==> config.mk <==
export PLATFORM = sky130hd
export DESIGN_NAME = tft_cmd_device_flat
export DESIGN_NICKNAME = d
export VERILOG_FILES = /design/src/logic/tft_init_pkg.sv /design/src/logic/host_cmd_if.sv /design/src/logic/tft_cmd_device.sv /design/src/flat_wrapper.sv
export SDC_FILE = /design/constraint.sdc
export NUM_CORES = 1
export LEC_CHECK = 0
export BUFFER_PORTS_ARGS = -buffer_cell sky130_fd_sc_hd__buf_4
export CORE_MARGIN = 2
export CORE_UTILIZATION = 55
export CTS_BUF_LIST = sky130_fd_sc_hd__clkbuf_8 sky130_fd_sc_hd__clkbuf_16
export CTS_CLUSTER_SIZE = 20
export DETAILED_ROUTE_END_ITERATION = 12
export PLACE_DENSITY = 0.74
export RECOVER_POWER = 100
export SLEW_MARGIN = 20
export SYNTH_ARGS = -nofsm -noshare
export SYNTH_HDL_FRONTEND = slang
export SYNTH_SLANG_ARGS = --single-unit
==> constraint.sdc <==
create_clock -name ref_clk_i -period 4.63 [get_ports ref_clk_i]
set_clock_uncertainty 0.15 [all_clocks]
set_input_delay 0.926 -clock ref_clk_i [delete_from_list [all_inputs] [get_ports ref_clk_i]]
set_output_delay 0.926 -clock ref_clk_i [all_outputs]
set_load 0.01 [all_outputs]
==> src/logic/tft_init_pkg.sv <==
// Shared constants for the start-up configuration path and its host command bus.
package tft_init_pkg;

    // ==========================================================================
    // Command codes.
    // ==========================================================================
    localparam logic [7:0] CMD_SYSTEM_SETUP   = 8'h40;
    localparam logic [7:0] CMD_MEMORY_WRITE   = 8'h42;
    localparam logic [7:0] CMD_SCROLL         = 8'h44;
    localparam logic [7:0] CMD_DISPLAY_ENABLE = 8'h59;
    localparam logic [7:0] CMD_PIXEL_HSCROLL  = 8'h5a;
    localparam logic [7:0] CMD_LAYER_COMBINE  = 8'h5b;
    localparam logic [7:0] CMD_CURSOR_SHAPE   = 8'h5d;
    localparam logic [7:0] CMD_PLL_SETUP      = 8'h62;
    localparam logic [7:0] CMD_TFT_SETUP_A    = 8'h63;
    localparam logic [7:0] CMD_TFT_SETUP_B    = 8'h64;

    // ==========================================================================
    // Parameter counts and first register index of each command except memory write.
    // ==========================================================================
    localparam logic [7:0] LEN_SYSTEM_SETUP   = 8'h08;
    localparam logic [7:0] LEN_SCROLL         = 8'h0a;
    localparam logic [7:0] LEN_ONE            = 8'h01;
    localparam logic [7:0] LEN_CURSOR_SHAPE   = 8'h02;
    localparam logic [7:0] LEN_PLL_SETUP      = 8'h03;
    localparam logic [7:0] LEN_TFT_SETUP_B    = 8'h16;
    localparam logic [6:0] BASE_SYSTEM_SETUP  = 7'h00;
    localparam logic [6:0] BASE_SCROLL        = 7'h0b;
    localparam logic [6:0] BASE_DISPLAY_ATTR  = 7'h0a;
    localparam logic [6:0] BASE_CURSOR_SHAPE  = 7'h15;
    localparam logic [6:0] BASE_LAYER_COMBINE = 7'h18;
    localparam logic [6:0] BASE_PIXEL_HSCROLL = 7'h1b;
    localparam logic [6:0] BASE_PLL_SETUP     = 7'h31;
    localparam logic [6:0] BASE_TFT_SETUP_A   = 7'h34;
    localparam logic [6:0] BASE_TFT_SETUP_B   = 7'h35;

    // ==========================================================================
    // Register file layout.
    // ==========================================================================
    localparam int         REG_COUNT          = 128;
    localparam logic [6:0] REG_PROT_FIRST     = 7'h31;
    localparam logic [6:0] REG_PROT_LAST      = 7'h73;
    localparam logic [6:0] REG_AUTO_LAST      = 7'h4a;
    localparam logic [6:0] REG_DRIVE          = 7'h73;
    localparam logic [6:0] REG_PLL_N          = 7'h32;
    localparam int         DUAL_PANEL_BIT     = 3;
    localparam logic [7:0] RESET_VALUE        = 8'h00;

    // ==========================================================================
    // Strap field positions within config_strap[10:5], held as bits 5:0.
    // ==========================================================================
    localparam int STRAP_SIZE_LSB = 0;
    localparam int STRAP_POL_BIT  = 3;
    localparam int STRAP_DRV_BIT  = 4;
    localparam int STRAP_CLK_BIT  = 5;

    // ==========================================================================
    // Automatic values for registers 31h..4Ah, bytes for WVGA,VGA,WQVGA,QVGA.
    // ==========================================================================
    localparam logic [31:0] AUTO_TABLE [26] = '{
        32'h2131b1e1, 32'h99999999, 32'h24242424, 32'h25252525,
        32'h1f1f0f97, 32'h04030201, 32'h1f7fdf3f, 32'h03020101,
        32'h2e902846, 32'h00000000, 32'h0f0f1f07, 32'h02020101,
        32'hdfdf0fef, 32'h01010100, 32'h1723080d, 32'h00000000,
        32'h02020202, 32'h07070707, 32'h00000000, 32'h00000000,
        32'h9900aa00, 32'h01020204, 32'h00008700, 32'h02020304,
        32'h00000000, 32'h00000000};
    localparam logic [7:0] PLL_N_24MHZ     = 8'h9c;
    localparam logic [7:0] TFT_A_RISING    = 8'h35;
    localparam logic [7:0] DRIVE_STRONG    = 8'hff;
    localparam logic [7:0] DRIVE_NORMAL    = 8'h00;

    // Typical pixel clock in 100 kHz units: {24 MHz, 20 MHz} per panel size.
    localparam logic [9:0] PCLK_TYP [4][2] = '{
        '{10'd69, 10'd67}, '{10'd87, 10'd83},
        '{10'd260, 10'd250}, '{10'd347, 10'd333}};

    // ==========================================================================
    // Host timing.
    // ==========================================================================
    localparam int CLK_MHZ        = 200;
    localparam int XTAL_WAIT_US   = 1000;
    localparam int XTAL_WAIT_CYC  = XTAL_WAIT_US * CLK_MHZ;

endpackage
==> src/logic/host_cmd_if.sv <==
// Host command bus between the host end and the controller end.
`timescale 1ns/1ps
`default_nettype none
interface host_cmd_if;
    logic       wr;      // One-cycle byte strobe.
    logic       is_cmd;  // High for a command byte, low for a parameter.
    logic [7:0] data;    // Byte on the bus.

    modport host   (output wr, output is_cmd, output data);
    modport device (input wr, input is_cmd, input data);
endinterface
`default_nettype wire

==> src/logic/tft_cmd_device.sv <==
// Controller end: strap-driven automatic TFT setup and host command decoding.
`timescale 1ns/1ps
`default_nettype none
module tft_cmd_device (
    input  wire logic       ref_clk_i,     // System clock.
    input  wire logic       rst_i,         // Synchronous reset, active high.
    host_cmd_if.device      bus,           // Command bus from the host.
    input  wire logic [5:0] config_strap_i, // Strap pins 10..5.
    input  wire logic [6:0] reg_idx_i,     // Register read index.
    output logic      [7:0] reg_data_o,    // Register read value.
    output logic            mem_wr_o,      // Pulse: display memory byte.
    output logic      [7:0] mem_data_o,    // Display memory byte.
    output logic            auto_mode_o,   // Automatic setting mode on.
    output logic            auto_usable_o, // Auto mode with single panel.
    output logic            dual_panel_o,  // System register bit 3.
    output logic      [1:0] panel_size_o,  // 0 QVGA .. 3 WVGA.
    output logic            shift_fall_o,  // Pixel clock falling-edge data.
    output logic            drive_strong_o, // Strong TFT pin drive.
    output logic            clk_24mhz_o,   // Input clock is 24 MHz.
    output logic      [9:0] pclk_typ_o,    // Pixel clock, 100 kHz units.
    output logic            seq_error_o    // Command cut into 64h run.
);
    // ==========================================================================
    // Strap capture.
    // ==========================================================================
    logic [5:0] strap_meta;
    logic [5:0] strap_sync;
    logic [5:0] strap;
    logic       strap_taken;
    logic       auto_mode;

    // Two-stage synchroniser for the strap pins.
    always_ff @(posedge ref_clk_i) begin
        strap_meta <= config_strap_i;
        strap_sync <= strap_meta;
    end

    // Straps are latched once, on the first edge after reset release.
    always_ff @(posedge ref_clk_i) begin
        if (rst_i) begin
            strap_taken <= 1'b0;
            strap       <= 6'h00;
        end else if (!strap_taken) begin
            strap_taken <= 1'b1;
            strap       <= strap_sync;
        end
    end

    // Size codes 001..100 enable the automatic mode.
    assign auto_mode = strap[2:0] >= 3'h1 && strap[2:0] <= 3'h4;

    // ==========================================================================
    // Command decoding.
    // ==========================================================================
    logic [7:0] cmd;
    logic [7:0] pcount;
    logic [7:0] plen;
    logic [6:0] pbase;
    logic       wr_cmd;
    logic       wr_par;
    logic       early;
    logic [6:0] widx;
    logic       wr_reg;

    assign early  = cmd == tft_init_pkg::CMD_TFT_SETUP_B && pcount < tft_init_pkg::LEN_TFT_SETUP_B;
    assign wr_cmd = bus.wr && bus.is_cmd && !early;
    assign wr_par = bus.wr && !bus.is_cmd;

    // Parameter count and register base of the current command.
    always_comb begin
        plen  = 8'h00;
        pbase = tft_init_pkg::BASE_SYSTEM_SETUP;
        case (cmd)
            tft_init_pkg::CMD_SYSTEM_SETUP: begin
                plen  = tft_init_pkg::LEN_SYSTEM_SETUP;
                pbase = tft_init_pkg::BASE_SYSTEM_SETUP;
            end
            tft_init_pkg::CMD_SCROLL: begin
                plen  = tft_init_pkg::LEN_SCROLL;
                pbase = tft_init_pkg::BASE_SCROLL;
            end
            tft_init_pkg::CMD_DISPLAY_ENABLE: begin
                plen  = tft_init_pkg::LEN_ONE;
                pbase = tft_init_pkg::BASE_DISPLAY_ATTR;
            end
            tft_init_pkg::CMD_PIXEL_HSCROLL: begin
                plen  = tft_init_pkg::LEN_ONE;
                pbase = tft_init_pkg::BASE_PIXEL_HSCROLL;
            end
            tft_init_pkg::CMD_LAYER_COMBINE: begin
                plen  = tft_init_pkg::LEN_ONE;
                pbase = tft_init_pkg::BASE_LAYER_COMBINE;
            end
            tft_init_pkg::CMD_CURSOR_SHAPE: begin
                plen  = tft_init_pkg::LEN_CURSOR_SHAPE;
                pbase = tft_init_pkg::BASE_CURSOR_SHAPE;
            end
            tft_init_pkg::CMD_PLL_SETUP: begin
                plen  = tft_init_pkg::LEN_PLL_SETUP;
                pbase = tft_init_pkg::BASE_PLL_SETUP;
            end
            tft_init_pkg::CMD_TFT_SETUP_A: begin
                plen  = tft_init_pkg::LEN_ONE;
                pbase = tft_init_pkg::BASE_TFT_SETUP_A;
            end
            tft_init_pkg::CMD_TFT_SETUP_B: begin
                plen  = tft_init_pkg::LEN_TFT_SETUP_B;
                pbase = tft_init_pkg::BASE_TFT_SETUP_B;
            end
            default: begin
                plen  = 8'h00;
                pbase = tft_init_pkg::BASE_SYSTEM_SETUP;
            end
        endcase
    end

    // Target register of a parameter; writes to the TFT group are dropped in auto mode.
    assign widx   = 7'(pbase + pcount[6:0]);
    assign wr_reg = wr_par && pcount < plen
                 && !(auto_mode && widx >= tft_init_pkg::REG_PROT_FIRST
                      && widx <= tft_init_pkg::REG_PROT_LAST);

    // Current command and count of parameters since it.
    always_ff @(posedge ref_clk_i) begin
        if (rst_i) begin
            cmd    <= 8'h00;
            pcount <= 8'h00;
        end else if (wr_cmd) begin
            cmd    <= bus.data;
            pcount <= 8'h00;
        end else if (wr_par && pcount != 8'hff) begin
            pcount <= pcount + 8'h01;
        end
    end

    // Sticky flag for a command refused inside a 64h run; set beats clear.
    always_ff @(posedge ref_clk_i) begin
        if (rst_i) begin
            seq_error_o <= 1'b0;
        end else if (bus.wr && bus.is_cmd && early) begin
            seq_error_o <= 1'b1;
        end else if (wr_cmd && bus.data == tft_init_pkg::CMD_TFT_SETUP_B) begin
            seq_error_o <= 1'b0;
        end
    end

    // Parameters of a memory write go to display memory.
    always_ff @(posedge ref_clk_i) begin
        if (rst_i) begin
            mem_wr_o   <= 1'b0;
            mem_data_o <= 8'h00;
        end else begin
            mem_wr_o <= wr_par && cmd == tft_init_pkg::CMD_MEMORY_WRITE;
            if (wr_par) begin
                mem_data_o <= bus.data;
            end
        end
    end

    // ==========================================================================
    // Register file.
    // ==========================================================================
    logic [7:0] regs [tft_init_pkg::REG_COUNT];

    // Plain storage with the predecessor layout.
    generate
        for (genvar i = 0; i < tft_init_pkg::REG_COUNT; i++) begin : g_reg
            always_ff @(posedge ref_clk_i) begin
                if (rst_i) begin
                    regs[i] <= tft_init_pkg::RESET_VALUE;
                end else if (wr_reg && widx == 7'(i)) begin
                    regs[i] <= bus.data;
                end
            end
        end
    endgenerate

    // Strap-derived value for the protected group.
    function automatic logic [7:0] auto_value(input logic [6:0] idx, input logic [5:0] s);
        logic [31:0] row;
        logic [1:0]  sz;
        logic [7:0]  v;
        sz  = 2'(s[2:0] - 3'h1);
        row = 32'h0;
        v   = 8'h00;
        if (idx <= tft_init_pkg::REG_AUTO_LAST) begin
            row = tft_init_pkg::AUTO_TABLE[5'(idx - tft_init_pkg::REG_PROT_FIRST)];
            v   = row[8*sz +: 8];
        end
        if (idx == tft_init_pkg::REG_PROT_FIRST) begin
            v = v + {7'h00, s[tft_init_pkg::STRAP_CLK_BIT]};
        end else if (idx == tft_init_pkg::REG_PLL_N && s[tft_init_pkg::STRAP_CLK_BIT]) begin
            v = tft_init_pkg::PLL_N_24MHZ;
        end else if (idx == tft_init_pkg::BASE_TFT_SETUP_A && s[tft_init_pkg::STRAP_POL_BIT]) begin
            v = tft_init_pkg::TFT_A_RISING;
        end else if (idx == tft_init_pkg::REG_DRIVE) begin
            v = s[tft_init_pkg::STRAP_DRV_BIT] ? tft_init_pkg::DRIVE_STRONG
                                               : tft_init_pkg::DRIVE_NORMAL;
        end
        return v;
    endfunction

    // Read port: the protected group shows strap values in auto mode.
    always_ff @(posedge ref_clk_i) begin
        if (rst_i) begin
            reg_data_o <= 8'h00;
        end else if (auto_mode && reg_idx_i >= tft_init_pkg::REG_PROT_FIRST
                     && reg_idx_i <= tft_init_pkg::REG_PROT_LAST) begin
            reg_data_o <= auto_value(reg_idx_i, strap);
        end else begin
            reg_data_o <= regs[reg_idx_i];
        end
    end

    // ==========================================================================
    // Mode outputs.
    // ==========================================================================
    always_ff @(posedge ref_clk_i) begin
        if (rst_i) begin
            auto_mode_o    <= 1'b0;
            auto_usable_o  <= 1'b0;
            dual_panel_o   <= 1'b0;
            panel_size_o   <= 2'h0;
            shift_fall_o   <= 1'b0;
            drive_strong_o <= 1'b0;
            clk_24mhz_o    <= 1'b0;
            pclk_typ_o     <= 10'h000;
        end else begin
            auto_mode_o    <= auto_mode;
            dual_panel_o   <= regs[tft_init_pkg::BASE_SYSTEM_SETUP][tft_init_pkg::DUAL_PANEL_BIT];
            auto_usable_o  <= auto_mode
                && !regs[tft_init_pkg::BASE_SYSTEM_SETUP][tft_init_pkg::DUAL_PANEL_BIT];
            panel_size_o   <= 2'(strap[2:0] - 3'h1);
            shift_fall_o   <= auto_mode && !strap[tft_init_pkg::STRAP_POL_BIT];
            drive_strong_o <= auto_mode && strap[tft_init_pkg::STRAP_DRV_BIT];
            clk_24mhz_o    <= strap[tft_init_pkg::STRAP_CLK_BIT];
            pclk_typ_o     <= auto_mode
                ? tft_init_pkg::PCLK_TYP[2'(strap[2:0] - 3'h1)][!strap[tft_init_pkg::STRAP_CLK_BIT]]
                : 10'h000;
        end
    end
endmodule
`default_nettype wire

==> src/flat_wrapper.sv <==
// flat-port wrapper written by rule: the top's interface ports become plain ports
module tft_cmd_device_flat 
  (ref_clk_i, rst_i, config_strap_i, reg_idx_i, reg_data_o, mem_wr_o, mem_data_o, auto_mode_o, auto_usable_o, dual_panel_o, panel_size_o, shift_fall_o, drive_strong_o, clk_24mhz_o, pclk_typ_o, seq_error_o, bus_wr, bus_is_cmd, bus_data);
  host_cmd_if bus_i ();
  input  wire logic ref_clk_i;
  input  wire logic rst_i;
  input  wire logic [5:0] config_strap_i;
  input  wire logic [6:0] reg_idx_i;
  output logic      [7:0] reg_data_o;
  output logic mem_wr_o;
  output logic      [7:0] mem_data_o;
  output logic auto_mode_o;
  output logic auto_usable_o;
  output logic dual_panel_o;
  output logic      [1:0] panel_size_o;
  output logic shift_fall_o;
  output logic drive_strong_o;
  output logic clk_24mhz_o;
  output logic      [9:0] pclk_typ_o;
  output logic seq_error_o;
  input wire logic [$bits(bus_i.wr)-1:0] bus_wr;
  input wire logic [$bits(bus_i.is_cmd)-1:0] bus_is_cmd;
  input wire logic [$bits(bus_i.data)-1:0] bus_data;
  assign bus_i.wr = bus_wr;
  assign bus_i.is_cmd = bus_is_cmd;
  assign bus_i.data = bus_data;
  tft_cmd_device u_core (.ref_clk_i(ref_clk_i), .rst_i(rst_i), .bus(bus_i), .config_strap_i(config_strap_i), .reg_idx_i(reg_idx_i), .reg_data_o(reg_data_o), .mem_wr_o(mem_wr_o), .mem_data_o(mem_data_o), .auto_mode_o(auto_mode_o), .auto_usable_o(auto_usable_o), .dual_panel_o(dual_panel_o), .panel_size_o(panel_size_o), .shift_fall_o(shift_fall_o), .drive_strong_o(drive_strong_o), .clk_24mhz_o(clk_24mhz_o), .pclk_typ_o(pclk_typ_o), .seq_error_o(seq_error_o));
endmodule
==> impl_metrics.tcl, run 1 <==
set metrics [dict create \
    dr.pass1.iters 6 \
    wl_um 140000 \
    die_w_um 307 \
    leakagePower_uw 0.0184 \
    clkTransAtPathRegs_ns 0.06 \
    max_stage_delay_ns 0.48 \
    p_int_uw 16900 \
    syn_to_final_growth_pct 13.5 \
    dieArea_um2 94300 \
    hold_path.class "reg2reg" \
    io_buffers 59 \
    cts_hold_buf 0 \
    drt_iter0_drc 5156 \
    post-route-util 0.628 \
    yosysUniqueCellTypes 90 \
    grt_max_degree 108 \
    setup-violations-final 0 \
    ant_nets 0 \
    ir_drop_mv 0.279 \
    hold_path_end "u_core.strap_sync[2]$_DFF_P_" \
    p_switching_uw 5070 \
    clk_path_buf_depth 3 \
    hpwl_um 88700 \
    drc 0 \
    criticalPathCategory "reg2reg" \
    clock.fmax_mhz 220 \
    rr_startpoint "u_core.cmd[1]$_SDFFE_PP0P_" \
    antenna_found_initial 9 \
    reg2reg_to "u_core.regs[92][0]$_SDFFCE_PN0P_" \
    start_kind "flop" \
    max_cap_viol_count 1 \
    violations "capacitance limit, slew limit" \
    grt_use_total 0.295 \
    ff2ff_setup_slack_ns 0.09 \
    place_congestion 0.938 \
    cts_tree "built" \
    synth-async-reset-ratio 0 \
    syn-num-nets 3680 \
    holdWs_ns 0.172 \
    synth_edf_count 1024 \
    io_pins 61 \
    crit_fanout 28 \
    cts_buffers 108 \
    via_per_inst 6.70 \
    seq_power_share 0.515 \
    netlist_area_um2 50500 \
    switching_share 0.231 \
    worstPathCellList "inv_1 > nand2_1 > o21ai_0 > a21oi_1 > o31ai_1 > ha_1 > fa_1 > a21o_1 > a21oi_2 > o21bai_1 > a21oi_2 > xnor2_2 > a311o_1 > buf_12 > nand3_4 > buf_6 > nor3_1" \
    path_common_cell "a21oi_2" \
    setup_tns_ns 0 \
    multi_input_area_um2 17000 \
    ctsHtreeMaxLevel 3 \
    syn_avg_cell_area_um2 13.9 \
    slowest_stage "fa_1" \
    power_frac_comb 0.085 \
    grt_pass1_vias 32735 \
    critPathCaptureType "flop" \
    hold_viol 0 \
    powerDensity_nw_per_um2 383 \
    whs_path_depth 0 \
    ys.flop_type "edfxtp_1" \
    worst_pin_slew_ns 1.54 \
    core_um2 91400 \
    n_fill_cell 6394 \
    die_h_um 307 \
    p_clk_frac 0.400 \
    fin_crit_sh 0.981 \
    fin_crit_ns 4.54 \
    syn-instance-count 3626 \
    yosys_warnings 0 \
    clock-root-buffer "clkbuf_16" \
    min-delay-start "u_core.strap_meta[2]$_DFF_P_" \
    seqCellArea_um2 32100 \
    start_util 0.553 \
    slew_headroom -0.0238 \
    worstPathArrival_ns 4.85 \
    p_total_uw 21900 \
    slew_violations 29 \
    status "finished, violations left" \
    overflow 0 \
    drive_gt1_frac 0.238 \
    ys_ff_latch 1093 \
    clock_latency_ns 0.70 \
    rr_worst_depth 17 \
    cts.sinks 1093 \
    wl_per_cell_um 27.9 \
    layout_commonest_cell "edfxtp_1" \
    grt_pass1_wl_um 207000 \
    final_cell_mix "1024 x edfxtp_1, 580 x nor2_1, 545 x nor3_1, 321 x mux4_2, 275 x buf_4" \
    placementRows 111 \
    vias 33687 \
    crit_required_ns 4.94 \
    ys_seq_area_frac 0.636 \
    nets 3799 \
]
metal layers:
layer  global-route usage  vias to the layer above  part of all wire  wire [um]
met1                0.390                    16786              0.36      49900
li1                     -                    14101                 -          -
met3               0.0782                      388              0.13      17900
met5                    0                        -           0.00066         92
met2                0.460                     2398              0.47      65900
met4                0.138                       14             0.047       6560
worst max-delay path, delay by kind of cell, from the launching register on:
family                     cells  cell delay, ns
buffers and inverters          3            0.55
xor gates and xnor gates       1            0.17
and+or+nand+nor                3            0.74
DFF                            1            0.39
AOI/OAI and AO/OA              8            1.55
adders and majority gates      2            0.74
worst max path at each step:
stage                                    start                                to  slack (ns)  cells after the start
finish              u_core.cmd[1]$_SDFFE_PP0P_  u_core.regs[92][0]$_SDFFCE_PN0P_        0.09                     17
global route        u_core.cmd[3]$_SDFFE_PP0P_  u_core.regs[60][1]$_SDFFCE_PN0P_      -0.009                     18
CTS                 u_core.cmd[1]$_SDFFE_PP0P_  u_core.regs[52][0]$_SDFFCE_PN0P_       -0.08                     17
detailed placement  u_core.cmd[6]$_SDFFE_PP0P_  u_core.regs[86][7]$_SDFFCE_PN0P_       -0.23                     17
global placement    u_core.cmd[6]$_SDFFE_PP0P_  u_core.regs[86][2]$_SDFFCE_PN0P_       -0.25                     17
floorplan                         reg_idx_i[1]   u_core.reg_data_o[6]$_SDFF_PP0_       -0.02                     21
power groups by stage:
stage	Clock, uW	Sequential [uW]	Combinational [uW]
CTS	8800	11300	1840
finish	8770	11300	1860
floorplan	0	11500	1140
global placement	0	11500	1810
global route	9170	11300	1940
detailed placement	0	11500	1830
synthesized netlist by cell type, types with 11 or more instances:
master,n,share of area
nor2b_1,17,0.0021
buf_1,27,0.0020
buf_2,80,0.0079
buf_6,12,0.0027
nand2b_1,12,0.0015
buf_4,27,0.0040
a22oi_1,12,0.0018
inv_1,14,0.0010
nor2_1,582,0.043
mux2i_1,39,0.0077
edfxtp_1,1024,0.61
o21ai_0,124,0.012
dfxtp_1,69,0.027
nand3_1,26,0.0026
nand2_1,174,0.013
clkbuf_1,214,0.016
mux4_2,321,0.14
a21oi_1,53,0.0052
nor3_1,548,0.054
ha_1,28,0.0069
nand4_1,11,0.0014
o31ai_1,20,0.0030
xnor2_1,13,0.0023
flip-flops by register name, indices dropped and copies added, names as in the netlist:
register	flops
u_core.regs	1024
u_core.cmd	8
u_core.mem_data_o	8
u_core.pclk_typ_o	8
u_core.pcount	8
u_core.reg_data_o	8
u_core.strap	6
u_core.strap_meta	6
u_core.strap_sync	6
u_core.panel_size_o	2
u_core.auto_mode_o	1
u_core.auto_usable_o	1
u_core.clk_24mhz_o	1
u_core.drive_strong_o	1
u_core.dual_panel_o	1
u_core.mem_wr_o	1
u_core.seq_error_o	1
u_core.shift_fall_o	1
u_core.strap_taken	1
cell families after synthesis:
family | count (synthesis) | synth area share
mux | 362 | 0.151
fa+ha+maj | 29 | 0.00733
xor+xnor | 21 | 0.00394
other cells | 1 | 0.0000742
simple gates | 1443 | 0.130
compound gates | 298 | 0.0376
buf+inv | 379 | 0.0345
flops | 1093 | 0.636
through the flow:
stage	instance area, um^2	instances	setup slack, ns
after global routing	57300	5024	-0.00882
after floorplan	50600	3626	-0.0177
final	57300	5025	0.0878
after global placement	53500	4807	-0.248
after CTS	57100	5011	-0.0760
after detailed placement	53500	4807	-0.229
what timing repair did:
action,in CTS,in global routing
resized for setup,10,68
buffers inserted,0,5
endpoints found under the setup margin,827,1604
cloned,1,8
hold endpoints to repair,0,0
pin swaps,2,8
final cells by class:
cell class | count | area share
inverter | 17 | 0.00113
sequential | 1093 | 0.560
antenna | 1 | 0.0000436
tap | 1186 | 0.0259
clock buffer | 110 | 0.0480
multi-input combinational | 2161 | 0.297
clock inverter | 93 | 0.0140
timing repair buffer | 364 | 0.0533
Power figures use the tool's default switching activity.
==> inputs of run 2 (changes only) <==
--- a/config.mk
+++ b/config.mk
@@ -5,7 +5,7 @@
 export SDC_FILE = /design/constraint.sdc
 export NUM_CORES = 1
 export LEC_CHECK = 0
-export BUFFER_PORTS_ARGS = -buffer_cell sky130_fd_sc_hd__buf_4
+export BUFFER_PORTS_ARGS = -buffer_cell sky130_fd_sc_hd__clkbuf_2
 export CORE_MARGIN = 2
 export CORE_UTILIZATION = 55
 export CTS_BUF_LIST = sky130_fd_sc_hd__clkbuf_8 sky130_fd_sc_hd__clkbuf_16
==> run 2 against run 1 <==
Against the previous run: the flow still finishes with violations (capacitance limit, slew limit); sequential cell count stayed put; combinational power hardly changed; core utilization decreased by 0.19 points; cell count is essentially flat; register-to-register slack improved by 0.11 ns; via count decreased by 0.69%; sequential share of layout area grew 0.17 points; first-iteration DRC count decreased by 0.87%; routed wire length down 0.24%; largest power group unchanged; highest routed layer unchanged.
==> impl_metrics.tcl, run 2 (same netlist as run 1, synthesis figures left out) <==
set metrics [dict create \
    status "finished, violations left" \
    violations "capacitance limit, slew limit" \
    crit_required_ns 4.96 \
    io_buffers 59 \
    rsz0062_at_grt "true" \
    dp.cells 4806 \
    nets 3797 \
    grt_pass1_vias 32543 \
    dieArea_um2 94300 \
    min-delay-start "config_strap_i[0]" \
    placementRows 111 \
    post-route-util 0.626 \
    final_area_um2 57200 \
    final_cells 5023 \
    hpwl_um 88400 \
    wl_um 140000 \
    ff2ff_setup_slack_ns 0.20 \
    clock-root-buffer "clkbuf_16" \
    hold_path_end "u_core.strap_meta[0]$_DFF_P_" \
    criticalPathCategory "in2reg" \
    regMostFlops "u_core.regs" \
    clock.fmax_mhz 224 \
    clock_latency_ns 0.71 \
    wl_per_cell_um 27.9 \
    hold_path.class "in2reg" \
    clkTransAtPathRegs_ns 0.07 \
    layout_commonest_cell "edfxtp_1" \
    fin_crit_sh 0.965 \
    worstPathArrival_ns 4.80 \
    cts_buffers 107 \
    start_util 0.553 \
    critPathCaptureType "flop" \
    io_pins 61 \
    path_common_cell "mux4_2" \
    cts_hold_buf 0 \
    n_fill_cell 6546 \
    setup-violations-final 0 \
    max_stage_delay_ns 0.81 \
    grt_use_total 0.296 \
    drive_gt1_frac 0.235 \
    grt_pass1_wl_um 208000 \
    rr_startpoint "u_core.cmd[3]$_SDFFE_PP0P_" \
    syn_to_final_growth_pct 13.1 \
    overflow 0 \
    whs_path_depth 1 \
    die_h_um 307 \
    via_per_inst 6.66 \
    start_kind "input port" \
    leakagePower_uw 0.0184 \
    max_cap_viol_count 1 \
    final_cell_mix "1024 x edfxtp_1, 581 x nor2_1, 548 x nor3_1, 321 x mux4_2, 272 x buf_4" \
    slowest_stage "clkbuf_2" \
    ctsHtreeMaxLevel 3 \
    worst_pin_slew_ns 1.97 \
    rr_worst_depth 18 \
    slew_headroom -0.312 \
    ir_drop_mv 0.321 \
    hold_viol 0 \
    drt_iter0_drc 5111 \
    slew_violations 37 \
    worstPathCellList "clkbuf_2 > buf_4 > clkbuf_2 > mux4_2 > mux4_2 > mux4_2 > nor2b_1 > a211oi_1 > a211oi_1" \
    path_buf_inv 3 \
    antenna_found_initial 6 \
    powerDensity_nw_per_um2 387 \
    cts_tree "built" \
    place_congestion 0.933 \
    clk_path_buf_depth 3 \
    largest_reg_flops 1024 \
    drc 0 \
    crit_fanout 38 \
    postPlaceCellArea_um2 53300 \
    reg2reg_to "u_core.regs[52][7]$_SDFFCE_PN0P_" \
    grt_max_degree 131 \
    die_w_um 307 \
    cp_top_family "buffers and inverters" \
    cts.sinks 1093 \
    core_um2 91400 \
    vias 33455 \
    p_total_uw 22100 \
    fin_crit_ns 4.47 \
    dr.pass1.iters 6 \
    ant_nets 0 \
]
==> run 2: cell types whose count changed in the layout (fill, tap and decap cells not counted), moves of 4 or more <==
cell,delta
clkbuf_2,+18
clkbuf_4,-6
clkbuf_8,+5
clkinv_1,-12
diode_2,+4
inv_1,+4
o21ai_0,+9
o21ai_1,-6
==> run 2: worst max path at each step <==
stage	start	end	depth (start not counted)
2_1_floorplan	reg_idx_i[1]	u_core.reg_data_o[6]$_SDFF_PP0_	21
3_3_place_gp	u_core.cmd[6]$_SDFFE_PP0P_	u_core.regs[65][5]$_SDFFCE_PN0P_	17
3_5_place_dp	u_core.cmd[6]$_SDFFE_PP0P_	u_core.regs[65][5]$_SDFFCE_PN0P_	17
4_1_cts	u_core.cmd[6]$_SDFFE_PP0P_	u_core.regs[65][7]$_SDFFCE_PN0P_	17
5_1_grt	u_core.cmd[3]$_SDFFE_PP0P_	u_core.regs[63][5]$_SDFFCE_PN0P_	18
6_report	reg_idx_i[1]	u_core.reg_data_o[2]$_SDFF_PP0_	9
==> run 2: final cells by class <==
| type | count | area [um^2] | share of cell area |
|---|---|---|---|
| Antenna cell | 5 | 12.5 | 0.000219 |
| Clock buffer | 114 | 2800 | 0.0489 |
| Clock inverter | 84 | 845 | 0.0148 |
| Inverter | 17 | 65.1 | 0.00114 |
| Multi-Input combinational cell | 2159 | 16900 | 0.296 |
| Sequential cell | 1093 | 32100 | 0.562 |
| Tap cell | 1186 | 1480 | 0.0260 |
| Timing Repair Buffer | 365 | 2930 | 0.0512 |
==> run 2: metrics by stage <==
step                hold slack (ns)  TNS, ns  setup WS (ns)
finish                        0.167        0          0.160
global route                  0.158    -1.50        -0.0417
CTS                           0.141    -2.41        -0.0578
detailed placement            0.163   -19.08         -0.151
global placement              0.163   -16.61         -0.154
floorplan                     0.160  -0.0177        -0.0177
==> run 2: timing repair <==
item                                    4_1_cts  5_1_grt
buffers inserted                              0        9
endpoints found under the setup margin      372     1723
pin swaps                                     2        7
gates cloned                                  1        4
resized for setup                             7       37
==> run 2: power by group <==
group / internal, uW / switching, uW
sequential: 11200 / 132
combinational: 747 / 1090
clock: 5160 / 3840
total: 17100 / 5060
==> run 2: routing by layer <==
metal	global-route usage	vias up	routed length [um]	share of wire
li1	-	14090	-	-
met1	0.402	16666	50500	0.36
met2	0.468	2335	65500	0.47
met3	0.0657	354	17000	0.12
met4	0.124	10	6940	0.050
met5	0	-	63	0.00045
